### src/hw/qdmc_map.vh
// field positions, codes and timing constants of the main control register block
`ifndef QDMC_MAP_VH
`define QDMC_MAP_VH
`define QDMC_FRAME_BITS 24
`define QDMC_RW_BIT 23
`define QDMC_GROUP_HI 20
`define QDMC_GROUP_LO 18
`define QDMC_GROUP_CTRL 3'h7
`define QDMC_SEL_HI 15
`define QDMC_SEL_LO 13
`define QDMC_SEL_MAIN 3'h1
`define QDMC_MAIN_RESET 16'h0000
`define QDMC_MAIN_MASK 16'h1f70
`define QDMC_POL_BIT 12
`define QDMC_STAT_BIT 11
`define QDMC_WDEN_BIT 10
`define QDMC_WDHI_BIT 9
`define QDMC_WDLO_BIT 8
`define QDMC_SCL_BIT 6
`define QDMC_OUTALL_BIT 5
`define QDMC_BOOSTALL_BIT 4
`define QDMC_CLK_KHZ 40000
`define QDMC_WD_MS0 5
`define QDMC_WD_MS1 10
`define QDMC_WD_MS2 100
`define QDMC_WD_MS3 200
`endif

### src/hw/qdmc_main_control.v
// main control register with serial frame write port and derived controls
`timescale 1ns/10ps
`include "qdmc_map.vh"
module qdmc_main_control #(
  parameter [31:0] WD_CYC0 = `QDMC_WD_MS0 * `QDMC_CLK_KHZ,
  parameter [31:0] WD_CYC1 = `QDMC_WD_MS1 * `QDMC_CLK_KHZ,
  parameter [31:0] WD_CYC2 = `QDMC_WD_MS2 * `QDMC_CLK_KHZ,
  parameter [31:0] WD_CYC3 = `QDMC_WD_MS3 * `QDMC_CLK_KHZ
) (
  // clock and reset
  input wire MCLK,
  input wire ARST_N,
  // serial frame pins
  input wire SCLK,
  input wire SYNC_N,
  input wire SDIN,
  // idle level pin
  input wire IDLE_LEVEL_PIN,
  // per-channel output state from channel logic
  input wire [3:0] CHAN_OUT_EN,
  // control outputs
  output reg [15:0] MAIN_CONTROL,
  output reg [3:0] IDLE_LEVEL,
  output reg STATUS_READBACK_EN,
  output reg SHORT_LIMIT_8MA,
  output reg [3:0] OUTPUT_ENABLE_ALL,
  output reg [3:0] BOOST_POWER_ALL,
  output reg WATCHDOG_EXPIRED,
  output reg FRAME_DONE
);
  reg [1:0] sclk_sync;
  reg [1:0] sync_sync;
  reg [1:0] sdin_sync;
  reg sclk_d;
  reg sync_d;
  reg [23:0] shift;
  reg [4:0] nbits;
  reg frame_ok;
  // one-hot receiver states
  localparam [2:0] ST_IDLE = 3'h1;
  localparam [2:0] ST_SHIFT = 3'h2;
  localparam [2:0] ST_OVER = 3'h4;
  reg [2:0] state;
  reg [2:0] next_state;
  reg [1:0] idle_sync;
  wire [3:0] next_idle_level;
  // edges found after the sync flops, never on the raw pin
  wire sclk_fall = sclk_d & ~sclk_sync[1];
  wire frame_end = ~sync_d & sync_sync[1];
  wire wd_expired;
  // reads and other registers decode to no write
  wire hit_main = shift[`QDMC_RW_BIT] == 1'b0 &&
    shift[`QDMC_GROUP_HI:`QDMC_GROUP_LO] == `QDMC_GROUP_CTRL &&
    shift[`QDMC_SEL_HI:`QDMC_SEL_LO] == `QDMC_SEL_MAIN;

  // two flops before any logic reads the pins
  always @(posedge MCLK or negedge ARST_N)
  begin
    if (!ARST_N)
    begin
      sclk_sync <= 2'h0;
      // select idles high, so no false frame end after reset
      sync_sync <= 2'h3;
      sdin_sync <= 2'h0;
      sclk_d <= 1'b0;
      sync_d <= 1'b1;
    end
    else
    begin
      sclk_sync <= {sclk_sync[0], SCLK};
      sync_sync <= {sync_sync[0], SYNC_N};
      sdin_sync <= {sdin_sync[0], SDIN};
      sclk_d <= sclk_sync[1];
      sync_d <= sync_sync[1];
    end
  end

  // a 25th falling edge marks the frame over-length until select rises
  always @*
  begin
    next_state = state;
    case (state)
      ST_IDLE:
      begin
        if (!sync_d)
          next_state = ST_SHIFT;
      end
      ST_SHIFT:
      begin
        if (sync_d)
          next_state = ST_IDLE;
        else if (sclk_fall && nbits == 5'h18)
          next_state = ST_OVER;
      end
      ST_OVER:
      begin
        if (sync_d)
          next_state = ST_IDLE;
      end
      default:
        next_state = ST_IDLE;
    endcase
  end

  // data sampled on falling serial clock, msb first
  always @(posedge MCLK or negedge ARST_N)
  begin
    if (!ARST_N)
    begin
      state <= ST_IDLE;
      shift <= 24'h0;
      nbits <= 5'h0;
    end
    else
    begin
      state <= next_state;
      if (sync_d)
        nbits <= 5'h0;
      else if (sclk_fall)
      begin
        shift <= {shift[22:0], sdin_sync[1]};
        if (nbits != 5'h18)
          nbits <= nbits + 5'h1;
      end
    end
  end

  // frames of other lengths are dropped whole
  always @*
  begin
    frame_ok = frame_end && state == ST_SHIFT && nbits == 5'h18;
  end

  always @(posedge MCLK or negedge ARST_N)
  begin
    if (!ARST_N)
    begin
      MAIN_CONTROL <= `QDMC_MAIN_RESET;
      FRAME_DONE <= 1'b0;
    end
    else
    begin
      FRAME_DONE <= frame_ok;
      // unused bits always read back as 0
      if (frame_ok && hit_main)
        MAIN_CONTROL <= shift[15:0] & `QDMC_MAIN_MASK;
    end
  end

  // expiry only reported, nothing acts on it here
  qdmc_watchdog #(
    .CYC0(WD_CYC0),
    .CYC1(WD_CYC1),
    .CYC2(WD_CYC2),
    .CYC3(WD_CYC3)
  ) u_wd (
    .clk(MCLK),
    .arst_n(ARST_N),
    .enable(MAIN_CONTROL[`QDMC_WDEN_BIT]),
    .sel({MAIN_CONTROL[`QDMC_WDHI_BIT], MAIN_CONTROL[`QDMC_WDLO_BIT]}),
    .access(frame_ok),
    .expired(wd_expired)
  );

  // derived controls, registered so outputs come from flops
  always @(posedge MCLK or negedge ARST_N)
  begin
    if (!ARST_N)
    begin
      IDLE_LEVEL <= 4'h0;
      STATUS_READBACK_EN <= 1'b0;
      SHORT_LIMIT_8MA <= 1'b0;
      OUTPUT_ENABLE_ALL <= 4'h0;
      BOOST_POWER_ALL <= 4'h0;
      WATCHDOG_EXPIRED <= 1'b0;
    end
    else
    begin
      STATUS_READBACK_EN <= MAIN_CONTROL[`QDMC_STAT_BIT];
      SHORT_LIMIT_8MA <= MAIN_CONTROL[`QDMC_SCL_BIT];
      OUTPUT_ENABLE_ALL <= {4{MAIN_CONTROL[`QDMC_OUTALL_BIT]}};
      // powering down with outputs still on is the host's fault to avoid
      BOOST_POWER_ALL <= {4{MAIN_CONTROL[`QDMC_BOOSTALL_BIT]}};
      WATCHDOG_EXPIRED <= wd_expired;
      IDLE_LEVEL <= next_idle_level;
    end
  end

  // idle level pin gets its own two flops
  always @(posedge MCLK or negedge ARST_N)
  begin
    if (!ARST_N)
      idle_sync <= 2'h0;
    else
      idle_sync <= {idle_sync[0], IDLE_LEVEL_PIN};
  end

  // enabled channels show 0 here; the level only matters while idle
  genvar g;
  generate
    for (g = 0; g < 4; g = g + 1)
    begin : g_chan
      assign next_idle_level[g] = (CHAN_OUT_EN[g] | MAIN_CONTROL[`QDMC_OUTALL_BIT]) ? 1'b0 :
        (idle_sync[1] ^ MAIN_CONTROL[`QDMC_POL_BIT]);
    end
  endgenerate
endmodule // qdmc_main_control

### src/hw/qdmc_watchdog.v
// watchdog timer counting from the last valid interface access
`timescale 1ns/10ps
`include "qdmc_map.vh"
module qdmc_watchdog #(
  parameter [31:0] CYC0 = `QDMC_WD_MS0 * `QDMC_CLK_KHZ,
  parameter [31:0] CYC1 = `QDMC_WD_MS1 * `QDMC_CLK_KHZ,
  parameter [31:0] CYC2 = `QDMC_WD_MS2 * `QDMC_CLK_KHZ,
  parameter [31:0] CYC3 = `QDMC_WD_MS3 * `QDMC_CLK_KHZ
) (
  input wire clk,
  input wire arst_n,
  input wire enable,
  input wire [1:0] sel,
  input wire access,
  output reg expired
);
  reg [31:0] count;
  reg [31:0] limit;
  always @*
  begin
    case (sel)
      2'h0: limit = CYC0;
      2'h1: limit = CYC1;
      2'h2: limit = CYC2;
      default: limit = CYC3;
    endcase
  end
  always @(posedge clk or negedge arst_n)
  begin
    if (!arst_n)
    begin
      count <= 32'h0;
      expired <= 1'b0;
    end
    else if (!enable || access)
    begin
      count <= 32'h0;
      expired <= 1'b0;
    end
    else if (count + 32'h1 >= limit)
      expired <= 1'b1;
    else
      count <= count + 32'h1;
  end
endmodule // qdmc_watchdog

### config.mk
export PLATFORM = sky130hd
export DESIGN_NAME = qdmc_main_control
export DESIGN_NICKNAME = d
export VERILOG_FILES = /design/src/hw/qdmc_main_control.v /design/src/hw/qdmc_watchdog.v
export VERILOG_INCLUDE_DIRS = /design/src /design/src/hw
export SDC_FILE = /design/constraint.sdc
export NUM_CORES = 1
export LEC_CHECK = 0
export BUFFER_PORTS_ARGS = -buffer_cell sky130_fd_sc_hd__buf_2
export CORE_MARGIN = 1.5
export CORE_UTILIZATION = 55
export DETAILED_ROUTE_END_ITERATION = 6
export PLACE_DENSITY_LB_ADDON = 0.15
export SLEW_MARGIN = 20
export SYNTH_ARGS = -nofsm -noshare
export SYNTH_HDL_FRONTEND = slang
export SYNTH_SLANG_ARGS = --single-unit
### constraint.sdc
create_clock -name MCLK -period 4.8 [get_ports MCLK]
set_input_delay 0.48 -clock MCLK [delete_from_list [all_inputs] [get_ports MCLK]]
set_output_delay 0.48 -clock MCLK [all_outputs]
set_load 0.03 [all_outputs]
Word level (Yosys, flattened, before mapping)
Cells that the tools add are included.
{"block": "word_totals", "regBits": 93, "input_bits": 10, "wordCells": 77}
{"block": "op_classes", "add_sub_neg": 2, "order_cmp": 1, "eq_ne": 13, "n_mux": 17, "bitwise_logic": 10, "n_reduce_logical": 15}
{"operator": "one-hot mux 23 bit (3 select lines)", "n": 1}
{"operator": "two-way mux 32 bit", "n": 2}
{"operator": "adder 32 x 1 -> 32 bit, second input constant", "n": 1}
{"operator": ">= comparator 32 x 23 -> 1 bit", "n": 1}
{"operator": "two-way mux 5 bit", "n": 3}
{"operator": "two-way mux 3 bit", "n": 4}
{"operator": "one-hot mux 3 bit (3 select lines)", "n": 1}
{"operator": "== test 3 x 1 -> 1 bit, second input constant", "n": 2}
{"operator": "== test 3 bit, second input constant", "n": 2}
{"operator": "logical AND 1 bit", "n": 6}
{"operator": "two-way mux 1 bit", "n": 6}
{"operator": "nonzero test 2 bit", "n": 3}
{"operator": "adder 5 x 1 -> 5 bit, second input constant", "n": 1}
{"operator": "== test 5 bit, second input constant", "n": 1}
{"operator": "inequality test 5 bit, second input constant", "n": 1}
{"operator": "inequality test 2 bit, second input constant", "n": 2}
{"operator": "OR 1 bit", "n": 4}
{"operator": "AND reduction 2 bit", "n": 2}
{"operator": "== test 3 x 2 -> 1 bit, second input constant", "n": 1}
{"operator": "inequality test 3 bit, second input constant", "n": 1}
{"operator": "NOT 1 bit", "n": 3}
{"operator": "AND reduction 3 bit", "n": 1}
{"operator": "AND 1 bit", "n": 2}
{"operator": "== test 2 x 1 -> 1 bit, second input constant", "n": 1}
{"operator": "6 further kinds", "n": 6}

Longest topological paths before layout
Gate-level depths: netlist of run 1.
{"block": "logic_depth", "depth_word": 6, "depth_mapped": 16}

Cells and area by module
A second synthesis of run 1 with hierarchy kept.
{"block": "unflattened", "hier_cells": 439, "area_unflattened_um2": 4874.7}
{"module": "qdmc_watchdog", "instances": 1, "cells_each": 281, "area_per_inst_um2": 2549.9, "seq_area_each_um2": 825.8}
{"module": "qdmc_main_control", "instances": 1, "cells_each": 158, "area_per_inst_um2": 2324.7, "seq_area_each_um2": 1506.4}

Worst setup path after synthesis of run 1
No wires, ideal clock.
{"block": "synth_path", "path_type": "register to register", "from": "register u_wd.count[0]", "to": "register u_wd.count[23]", "setup_time_ns": 0.120, "t_arrival_ns": 3.532, "t_required_ns": 4.680, "path_slack_ns": 1.149, "stages_incl_launch_ff": 16, "n_path_buf": 2, "cell_sequence": "dfrtp_1 ha_1 nand2_1 nor3_1 nand2_1 nor2_1 nand3_1 xnor2_1 ha_1 a21oi_1 o21ai_0 or4b_1 buf_2 or3_1 buf_2 and3_1"}
{"block": "synth_between", "elab_chain_len": 3}
{"element": "from (decl)", "line": "qdmc_watchdog.v:17", "source": "reg [31:0] count;"}
{"element": "from (signal assigned)", "line": "qdmc_watchdog.v:43", "source": "count <= count + 32'h1;"}
{"element": "adder 32 x 1 -> 32 bit *", "line": "qdmc_watchdog.v:40, qdmc_watchdog.v:43"}
{"element": ">= comparator 32 x 23 -> 1 bit or two-way mux 32 bit (tied branches)", "line": "qdmc_watchdog.v:40", "source": "else if (count + 32'h1 >= limit)"}
{"element": "inequality test 2 x 1 -> 1 bit (no source line) or two-way mux 32 bit (tied branches)"}
Mark *: on every way between the ends. The rest lies on a longest branch, timed or not. The select of a mux whose other input is x is not followed.
A chain may end at the register's enable or synchronous reset.

Worst setup path after layout of run 1
{"block": "layout_path", "from": "register u_wd.count[0]", "to": "register u_wd.count[1]"}
Same word-level chain as after synthesis.

==> results of run 1 <==
power breakdown:
part           internal (W)  leakage [nW]   total, W  switching (W)
registers          0.000824          1.25   0.000849      0.0000249
clock network      0.000217        0.0997   0.000519       0.000302
logic             0.0000362          1.17  0.0000804      0.0000442
placed cells by master, fill, tap and decap left out, types with 3 or more instances in the layout:
cell type / count
dfrtp_1: 89
nand2_1: 41
buf_2: 32
mux2_2: 31
mux2i_1: 24
nand2b_1: 22
ha_1: 22
nor2_1: 21
nor4_2: 17
nand4_1: 15
nand3_1: 13
inv_1: 13
and3_1: 13
xnor2_1: 12
xor2_1: 10
clkbuf_8: 10
a21oi_1: 9
conb_1: 8
buf_4: 8
nor3_1: 7
o21ai_0: 7
and4_1: 5
nor4_1: 5
nor2b_1: 4
and2_1: 4
dfstp_2: 4
or3_1: 3
o31ai_1: 3
a21o_1: 3
nor4b_1: 3
stage by stage:
stage | setup slack (ns) | std cells | hold slack [ns] | total power, W | cell area [sq um]
floorplan | 1.15 | 470 | 0.184 | 0.000918 | 5050
global placement | 0.670 | 584 | 0.334 | 0.000944 | 5220
detailed placement | 0.468 | 584 | 0.336 | 0.000948 | 5220
CTS | 0.448 | 600 | 0.185 | 0.00147 | 5430
global route | 0.0481 | 600 | 0.185 | 0.00151 | 5430
finish | 0.354 | 600 | 0.127 | 0.00145 | 5430
critical path, stage by stage, from the launching register on:
cell and delay (ns):
dfrtp_1 0.41, ha_1 0.27, nand2_1 0.12, nor3_1 0.80, nand2_1 0.27, nor2_1 0.25
nand3_1 0.16, xnor2_1 0.16, ha_1 0.29, a21oi_1 0.12, o21ai_0 0.09, or4b_1 0.54
buf_4 0.26, or4b_1 0.50, a21oi_1 0.14
sequential cells by signal, summed over array words and instances, names as in the netlist:
signal and count:
sclk_sync 2, BOOST_POWER_ALL 1, state 3, WATCHDOG_EXPIRED 1
MAIN_CONTROL 8, nbits 5, SHORT_LIMIT_8MA 1, shift 24
STATUS_READBACK_EN 1, IDLE_LEVEL 4, OUTPUT_ENABLE_ALL 1, sclk_d 1
sdin_sync 2, u_wd.expired 1, sync_d 1, u_wd.count 32
FRAME_DONE 1, idle_sync 2, sync_sync 2
layout make-up:
class                   instances  area, sq um  share of cell area [%]
clock buffers                  10          138                    2.54
clock inverters                 6         63.8                    1.18
inverters                      13         48.8                   0.899
multi-input cells             330         2490                    45.8
flip-flops and latches         93         2330                    43.0
well taps                     108          135                    2.49
repair buffers                 40          220                    4.06
kinds of logic (layout without fill, tap and decap cells):
kind of cell | after synthesis | after routing | share of synthesized area [%]
fa+ha+maj | 22 | 22 | 5.48
flops | 93 | 93 | 46.4
xor+xnor | 22 | 22 | 3.83
simple gates | 187 | 187 | 22.8
mux | 55 | 55 | 11.7
buf+inv | 47 | 69 | 4.95
compound gates | 36 | 36 | 4.73
other cells | 1 | 8 | 0.0746
worst paths after layout:
path / slack (ns) / depth (start not counted) / startpoint / to
max: 0.35 / 14 / u_wd.count[0] / u_wd.count[1]
min: 0.13 / 1 / ARST_N / u_wd.count[11]
max reg2reg: 0.35 / 14 / u_wd.count[0] / u_wd.count[1]
min reg2reg: 0.36 / 0 / sync_sync[0] / sync_sync[1]
max in group asynchronous: 3.64 / 2 / ARST_N / state[0]
min in group MCLK: 0.21 / 1 / SYNC_N / sync_sync[0]
per-layer routing:
metal  track usage, %  share of wire [%]
met5                0                  0
met4             7.14                1.7
met3             3.40                2.5
met2             33.9                 49
met1             27.2                 47
==> flow_metrics.env, run 1 <==
export IMPL_status="complete, but fails checks"
export IMPL_violations="design-rule violations"
export IMPL_final_antenna_net_count=0
export IMPL_relSlewSlack_pct=27.5
export IMPL_dp_hpwl_um=6530
export IMPL_rows=34
export IMPL_skew_ns=0.0158
export IMPL_ys_seq_area_share_pct=46.4
export IMPL_drcViolationCount=1
export IMPL_cts_tree="built"
export IMPL_n_fill_cell=747
export IMPL_synth_edf_count=0
export IMPL_fp_coreArea_sq_um=8810
export IMPL_antenna_found_initial=0
export IMPL_track_usage_pct=20.3
export IMPL_final_core_util_pct=61.6
export IMPL_yosys_top_cells_count="dfrtp_1 (89), nand2_1 (41), mux2_2 (31), mux2i_1 (24)"
export IMPL_yosysMostFrequentCell="dfrtp_1"
export IMPL_hold_viol=0
export IMPL_syn_cell_area_sq_um=5030
export IMPL_worst_slew_pin_slew_ns=1.09
export IMPL_ctsResizeCount=0
export IMPL_synth_largest_area_cell="dfrtp_1"
export IMPL_ys_types=52
export IMPL_ys_warnings_count=0
export IMPL_ios=42
export IMPL_ir_drop_v=0.000195
export IMPL_clock_fmax_mhz=225
export IMPL_root_buffer="clkbuf_8"
export IMPL_start_kind="register"
export IMPL_place_gp_congestion=0.856
export IMPL_grt_first_pass_wirelength_um=15900
export IMPL_fin_crit_ns=4.45
export IMPL_ys_flop_type="dfrtp_1"
export IMPL_die_h_um=98.6
export IMPL_fp_dieW_um=98.6
export IMPL_dieArea_sq_um=9720
export IMPL_cts_setup_buffers=0
export IMPL_area_growth_pct=7.91
export IMPL_finalSetupTns_ns=0
export IMPL_powerDensity_nw_per_um2=267
export IMPL_drive_above_1_share_pct=23.8
export IMPL_drt_first_pass_iters=7
export IMPL_grt_ovfl_total=0
export IMPL_drt_wl_total_um=9190
export IMPL_clock_path_buffers=2
export IMPL_finalSetupViolations=0
export IMPL_p_leak_nw=2.52
export IMPL_clk_pin_slew_worst_paths_ns=0.10
export IMPL_vias=3493
export IMPL_wire_per_inst_um=15.3
export IMPL_endpoint_kind="register"
export IMPL_slew_viol_final=0
export IMPL_dr_first_iter_drc_count=170
export IMPL_cp_max_fo=25
export IMPL_period_share_pct=92.6
export IMPL_path_class="register to register"
export IMPL_syn_avg_cell_area_sq_um=10.9
export IMPL_cts_max_level=3
export IMPL_cts_sinks=93
export IMPL_antenna_cells=0
export IMPL_clk_latency_ns=0.36
export IMPL_ys_ff_latch=93
export IMPL_yosys_area_top_type_share_pct=44.3
export IMPL_async_flop_share_pct=100
export IMPL_arrival_ns=4.73
export IMPL_initial_core_util_pct=57.1
export IMPL_required_ns=5.08
export IMPL_maxCapViolations=0
export IMPL_via_per_inst=5.82
export IMPL_min_path_type="input pin to asynchronous set/reset pin"
export IMPL_grt_max_degree=56
export IMPL_grt_pass1_vias=3385
export IMPL_place_port_buffers=33
export IMPL_cts_hold_buf=0
export IMPL_grt_setup_unrepaired="no"
export IMPL_nets=519
export IMPL_synth_area_leaders="dfrtp_1 (44%), mux2_2 (6.9%), ha_1 (5.5%), mux2i_1 (4.8%), nor4_2 (4.0%)"
export IMPL_syn_inst=463
export IMPL_numCtsBuffers=9
No activity file was read; power rests on OpenSTA's default activity.
==> run 2: changes to the inputs <==
Settings changed: CELL_PAD_IN_SITES_DETAIL_PLACEMENT set to 1, CELL_PAD_IN_SITES_GLOBAL_PLACEMENT set to 2, CORE_UTILIZATION 55 to 41, CTS_BUF_LIST set to sky130_fd_sc_hd__clkbuf_8, SKIP_LAST_GASP set to 1.
==> flow_metrics.env, run 2 (synthesis gave the netlist of run 1 again) <==
export IMPL_layout_commonest_cell="dfrtp_1"
export IMPL_die_h_um=114
export IMPL_regMostFlops="u_wd.count"
export IMPL_fin_crit_ns=4.35
export IMPL_place_gp_congestion=0.793
export IMPL_clock_fmax_mhz=230
export IMPL_skew_ns=0.0175
export IMPL_worst_slew_pin_slew_ns=1.01
export IMPL_area_growth_pct=9.68
export IMPL_drt_first_pass_iters=4
export IMPL_n_fill_cell=1335
export IMPL_finalSetupTns_ns=0
export IMPL_p_leak_nw=2.54
export IMPL_cts_setup_buffers=0
export IMPL_vias=3454
export IMPL_ir_drop_v=0.000231
export IMPL_clk_latency_ns=0.39
export IMPL_cts_max_level=3
export IMPL_fp_coreArea_sq_um=12000
export IMPL_initial_core_util_pct=42.0
export IMPL_grt_setup_unrepaired="no"
export IMPL_rows=40
export IMPL_hold_viol=0
export IMPL_antenna_found_initial=0
export IMPL_cts_hold_buf=0
export IMPL_relSlewSlack_pct=32.2
export IMPL_crit_chain="nand4_1, nor3_1, nand3_1, inv_1, nand3_1, xnor2_1, ha_1, a21o_1, a21oi_1, o21ai_0, or4b_1, buf_4, nor4b_1, mux2i_1"
export IMPL_fp_dieW_um=114
export IMPL_drcViolationCount=0
export IMPL_largestRegisters="u_wd.count: 32 flops, shift: 24 flops, MAIN_CONTROL: 8 flops"
export IMPL_grt_pass1_vias=3553
export IMPL_grt_ovfl_total=0
export IMPL_finalSetupViolations=0
export IMPL_clock_path_buffers=2
export IMPL_dieArea_sq_um=12900
export IMPL_powerDensity_nw_per_um2=275
export IMPL_place_area_sq_um=5280
export IMPL_numCtsBuffers=9
export IMPL_final_cell_mix="dfrtp_1 (89), nand2_1 (41), buf_2 (32)"
export IMPL_required_ns=5.10
export IMPL_cts_sinks=93
export IMPL_track_usage_pct=18.0
export IMPL_drive_above_1_share_pct=24.1
export IMPL_maxCapViolations=0
export IMPL_worst_path_max_delay_cell="nor3_1"
export IMPL_slowest_delay_ns=0.62
export IMPL_setup_slack_ns=0.453
export IMPL_cts_tree="built"
export IMPL_endpoint_kind="register"
export IMPL_via_per_inst=5.40
export IMPL_slew_viol_final=0
export IMPL_wire_per_inst_um=16.8
export IMPL_path_class="register to register"
export IMPL_start_kind="register"
export IMPL_antenna_cells=0
export IMPL_crit_family="simple AND/OR/NAND/NOR gates"
export IMPL_place_port_buffers=33
export IMPL_min_path_type="input pin to asynchronous set/reset pin"
export IMPL_grt_first_pass_wirelength_um=18200
export IMPL_cp_max_fo=17
export IMPL_arrival_ns=4.65
export IMPL_drt_wl_total_um=10700
export IMPL_finalInstanceArea_sq_um=5510
export IMPL_clk_pin_slew_worst_paths_ns=0.10
export IMPL_status="finished, final reports clean"
export IMPL_root_buffer="clkbuf_8"
export IMPL_largest_register_ffs=32
export IMPL_cp_num_buf_inv=2
export IMPL_dr_first_iter_drc_count=138
export IMPL_cp_common_cell="nand3_1"
export IMPL_nets=520
export IMPL_ios=42
export IMPL_period_share_pct=90.6
export IMPL_grt_max_degree=49
export IMPL_dp_hpwl_um=7780
export IMPL_final_antenna_net_count=0
export IMPL_post_place_ws_ns=0.354
[run 2: cell types whose count changed in the layout (fill, tap and decap cells not counted)]
cell and delta:
nor3_1 -1, nor2_4 +1, clkbuf_8 -1, nor2_2 -1
clkinv_4 -1, bufinv_16 +1, nor3_2 +1, buf_4 +1
clkinvlp_4 -1, inv_8 +2
[run 2: cell type report]
class / instances / area (sq um) / share of cell area (%)
Multi-Input combinational cell: 330 / 2500 / 45.3
Sequential cell: 93 / 2330 / 42.3
Timing Repair Buffer: 41 / 228 / 4.13
Tap cell: 147 / 184 / 3.34
Clock buffer: 9 / 124 / 2.25
Clock inverter: 7 / 100 / 1.82
Inverter: 13 / 48.8 / 0.885
[run 2: report_power, final]
group | internal (W) | total (W) | switching, W
Sequential | 0.000825 | 0.000851 | 0.0000262
Combinational | 0.0000363 | 0.0000811 | 0.0000447
Clock | 0.000261 | 0.000586 | 0.000325
[run 2: worst reg2reg max path: stages, from the launching register on]
cell	delay, ns
dfrtp_1	0.50
nand4_1	0.24
nor3_1	0.62
nand3_1	0.28
inv_1	0.11
nand3_1	0.13
xnor2_1	0.16
ha_1	0.30
a21o_1	0.19
a21oi_1	0.14
o21ai_0	0.10
or4b_1	0.57
buf_4	0.25
nor4b_1	0.44
mux2i_1	0.25
[run 2: stage by stage]
stage	hold WS (ns)	total power [W]	util [%]	instances
floorplan	0.184	0.000918	-	470
global placement	0.335	0.000945	44.1	624
detailed placement	0.336	0.000951	44.1	624
CTS	0.108	0.00154	46.0	640
global route	0.125	0.00159	46.1	640
finish	0.0951	0.00152	46.1	640
[run 2: repair_timing]
action	CTS	global route
endpoints found under the setup margin	0	1
resized for setup	0	1
endpoints found under the hold margin	0	0
[run 2: path summary, 6_finish.rpt]
| path | start | end | slack (ns) | cells after the start |
|---|---|---|---|---|
| worst max-delay path | u_wd.count[9] | u_wd.count[13] | 0.45 | 14 |
| worst min-delay path | ARST_N | u_wd.count[10] | 0.1 | 1 |
| worst max register to register | u_wd.count[9] | u_wd.count[13] | 0.45 | 14 |
| worst min register to register | sync_sync[0] | sync_sync[1] | 0.36 | 0 |
| max in group asynchronous | ARST_N | state[1] | 3.66 | 2 |
| min in group MCLK | SYNC_N | sync_sync[0] | 0.19 | 1 |
[run 2: per-layer routing]
| layer | global-route usage (%) | wire length (um) | up-vias |
|---|---|---|---|
| met3 | 2.87 | 176 | 17 |
| met2 | 29.5 | 5270 | 28 |
| met1 | 23.9 | 5020 | 1733 |
| met4 | 7.67 | 257 | 0 |
| li1 | - | - | 1676 |
| met5 | 0 | 0 | - |
==> run 3: changes to the inputs <==
--- a/config.mk
+++ b/config.mk
@@ -10,6 +10,6 @@
 export CELL_PAD_IN_SITES_DETAIL_PLACEMENT = 1
 export CELL_PAD_IN_SITES_GLOBAL_PLACEMENT = 2
-export CORE_MARGIN = 1.5
-export CORE_UTILIZATION = 41
+export CORE_MARGIN = 8
+export CORE_UTILIZATION = 36
 export CTS_BUF_LIST = sky130_fd_sc_hd__clkbuf_8
 export DETAILED_ROUTE_END_ITERATION = 6
==> constraint.sdc (replaced) <==
create_clock -name MCLK -period 4.8 [get_ports MCLK]
set_input_delay 0.96 -clock MCLK [delete_from_list [all_inputs] [get_ports MCLK]]
set_output_delay 0.96 -clock MCLK [all_outputs]
set_load 0.03 [all_outputs]
==> flow_metrics.env, run 3 (synthesis gave the netlist of run 1 again) <==
export IMPL_cts_tree="built"
export IMPL_min_path_type="register to register"
export IMPL_path_class="register to register"
export IMPL_grt_first_pass_wirelength_um=19500
export IMPL_ir_drop_v=0.000209
export IMPL_layout_commonest_cell="dfrtp_1"
export IMPL_regMostFlops="u_wd.count"
export IMPL_fp_dieW_um=134
export IMPL_slew_viol_final=0
export IMPL_grt_max_degree=58
export IMPL_p_leak_nw=2.53
export IMPL_wire_per_inst_um=17.0
export IMPL_skew_ns=0.0125
export IMPL_numCtsBuffers=9
export IMPL_cts_max_level=3
export IMPL_antenna_found_initial=0
export IMPL_ctsResizeCount=0
export IMPL_grt_pass1_vias=3736
export IMPL_cts_sinks=93
export IMPL_p_int_w=0.00107
export IMPL_comb_power_share_pct=5.6
export IMPL_endpoint_kind="register"
export IMPL_fin_crit_ns=4.27
export IMPL_ios=42
export IMPL_worst_slew_pin_slew_ns=0.768
export IMPL_reg2reg_depth=14
export IMPL_finalSetupTns_ns=0
export IMPL_track_usage_pct=13.6
export IMPL_drt_wl_total_um=11500
export IMPL_die_h_um=134
export IMPL_hold_worst_slack_ns=0.359
export IMPL_place_port_buffers=33
export IMPL_cts_hold_buf=0
export IMPL_fp_coreArea_sq_um=13800
export IMPL_period_share_pct=88.9
export IMPL_maxCapViolations=0
export IMPL_antenna_cells=0
export IMPL_grt_setup_unrepaired="no"
export IMPL_nets=522
export IMPL_final_antenna_net_count=0
export IMPL_clk_latency_ns=0.38
export IMPL_netSwitchingFraction_pct=26.9
export IMPL_dp_hpwl_um=8150
export IMPL_relSlewSlack_pct=48.8
export IMPL_clk_pin_slew_worst_paths_ns=0.11
export IMPL_cp_max_fo=20
export IMPL_status="finished, final reports clean"
export IMPL_cts_setup_buffers=0
export IMPL_grt_ovfl_total=0
export IMPL_powerDensity_nw_per_um2=263
export IMPL_drt_first_pass_iters=4
export IMPL_start_kind="register"
export IMPL_drcViolationCount=0
export IMPL_vias=3467
export IMPL_rows=43
export IMPL_clock_path_buffers=2
export IMPL_initial_core_util_pct=36.5
export IMPL_largestRegisters="u_wd.count: 32 flops, shift: 24 flops, MAIN_CONTROL: 8 flops"
export IMPL_arrival_ns=4.58
export IMPL_area_growth_pct=10.2
export IMPL_clock_fmax_mhz=234
export IMPL_largest_register_ffs=32
export IMPL_dieArea_sq_um=18000
export IMPL_final_cell_mix="dfrtp_1 (89), nand2_1 (41), buf_2 (32)"
export IMPL_finalSetupViolations=0
export IMPL_hold_viol=0
export IMPL_via_per_inst=5.14
export IMPL_min_path_cells=0
export IMPL_dr_first_iter_drc_count=121
export IMPL_seq_power_share_pct=58.4
export IMPL_power_switching_w=0.000392
export IMPL_pwr_share_clk_pct=36.0
export IMPL_drive_above_1_share_pct=24.2
export IMPL_place_gp_congestion=0.751
export IMPL_root_buffer="clkbuf_8"
export IMPL_required_ns=5.11
[run 3: layout make-up]
| class | count | area (sq um) |
|---|---|---|
| multi-input cells | 330 | 2490 |
| clock inverters | 7 | 72.6 |
| inverters | 13 | 48.8 |
| repair buffers | 43 | 243 |
| fillers | 1576 | 8240 |
| clock buffers | 9 | 124 |
| well taps | 180 | 225 |
| flip-flops and latches | 93 | 2330 |
[run 3: worst paths after layout]
path                               start        endpoint  slack (ns)
max                        u_wd.count[0]   u_wd.count[1]        0.53
min                         sdin_sync[0]    sdin_sync[1]        0.36
max reg2reg                u_wd.count[0]   u_wd.count[1]        0.53
min reg2reg                 sdin_sync[0]    sdin_sync[1]        0.36
max in group asynchronous         ARST_N       shift[20]        3.19
min in group asynchronous         ARST_N  u_wd.count[10]        0.65
[run 3: routing by layer]
layer  vias to the layer above  global-route usage, %  share of wire (%)
li1                       1680                      -                  -
met1                      1757                   16.5                 45
met2                        22                   23.3                 52
met3                         8                   2.84                2.2
met4                         0                   4.68                1.3
met5                         -                      0                  0
[run 3: critical path, stage by stage, from the launching register on]
cell and delay [ns]:
dfrtp_1 0.42, ha_1 0.27, nand2_1 0.10, nor3_1 0.59
nand2_1 0.26, nor2_1 0.24, nand3_1 0.16, xnor2_1 0.16
ha_1 0.29, a21oi_1 0.13, o21ai_0 0.10, or4b_1 0.57
buf_4 0.26, or4b_1 0.50, a21oi_1 0.13
[run 3: power groups by stage]
stage	Clock, W	Sequential (W)	Combinational [W]
floorplan	0	0.000860	0.0000577
global placement	0	0.000865	0.0000813
detailed placement	0	0.000867	0.0000846
CTS	0.000555	0.000853	0.0000851
global route	0.000583	0.000858	0.0000926
finish	0.000524	0.000851	0.0000822
[run 3: stage by stage]
stage	utilization (%)	area (sq um)	power [W]	instances	worst slack, ns
after floorplan	-	5050	0.000918	470	1.15
after global placement	38.7	5340	0.000946	659	0.697
after detailed placement	38.7	5340	0.000952	659	0.560
after CTS	40.2	5530	0.00149	675	0.523
after global routing	40.2	5540	0.00153	675	0.180
final	40.2	5540	0.00146	675	0.535
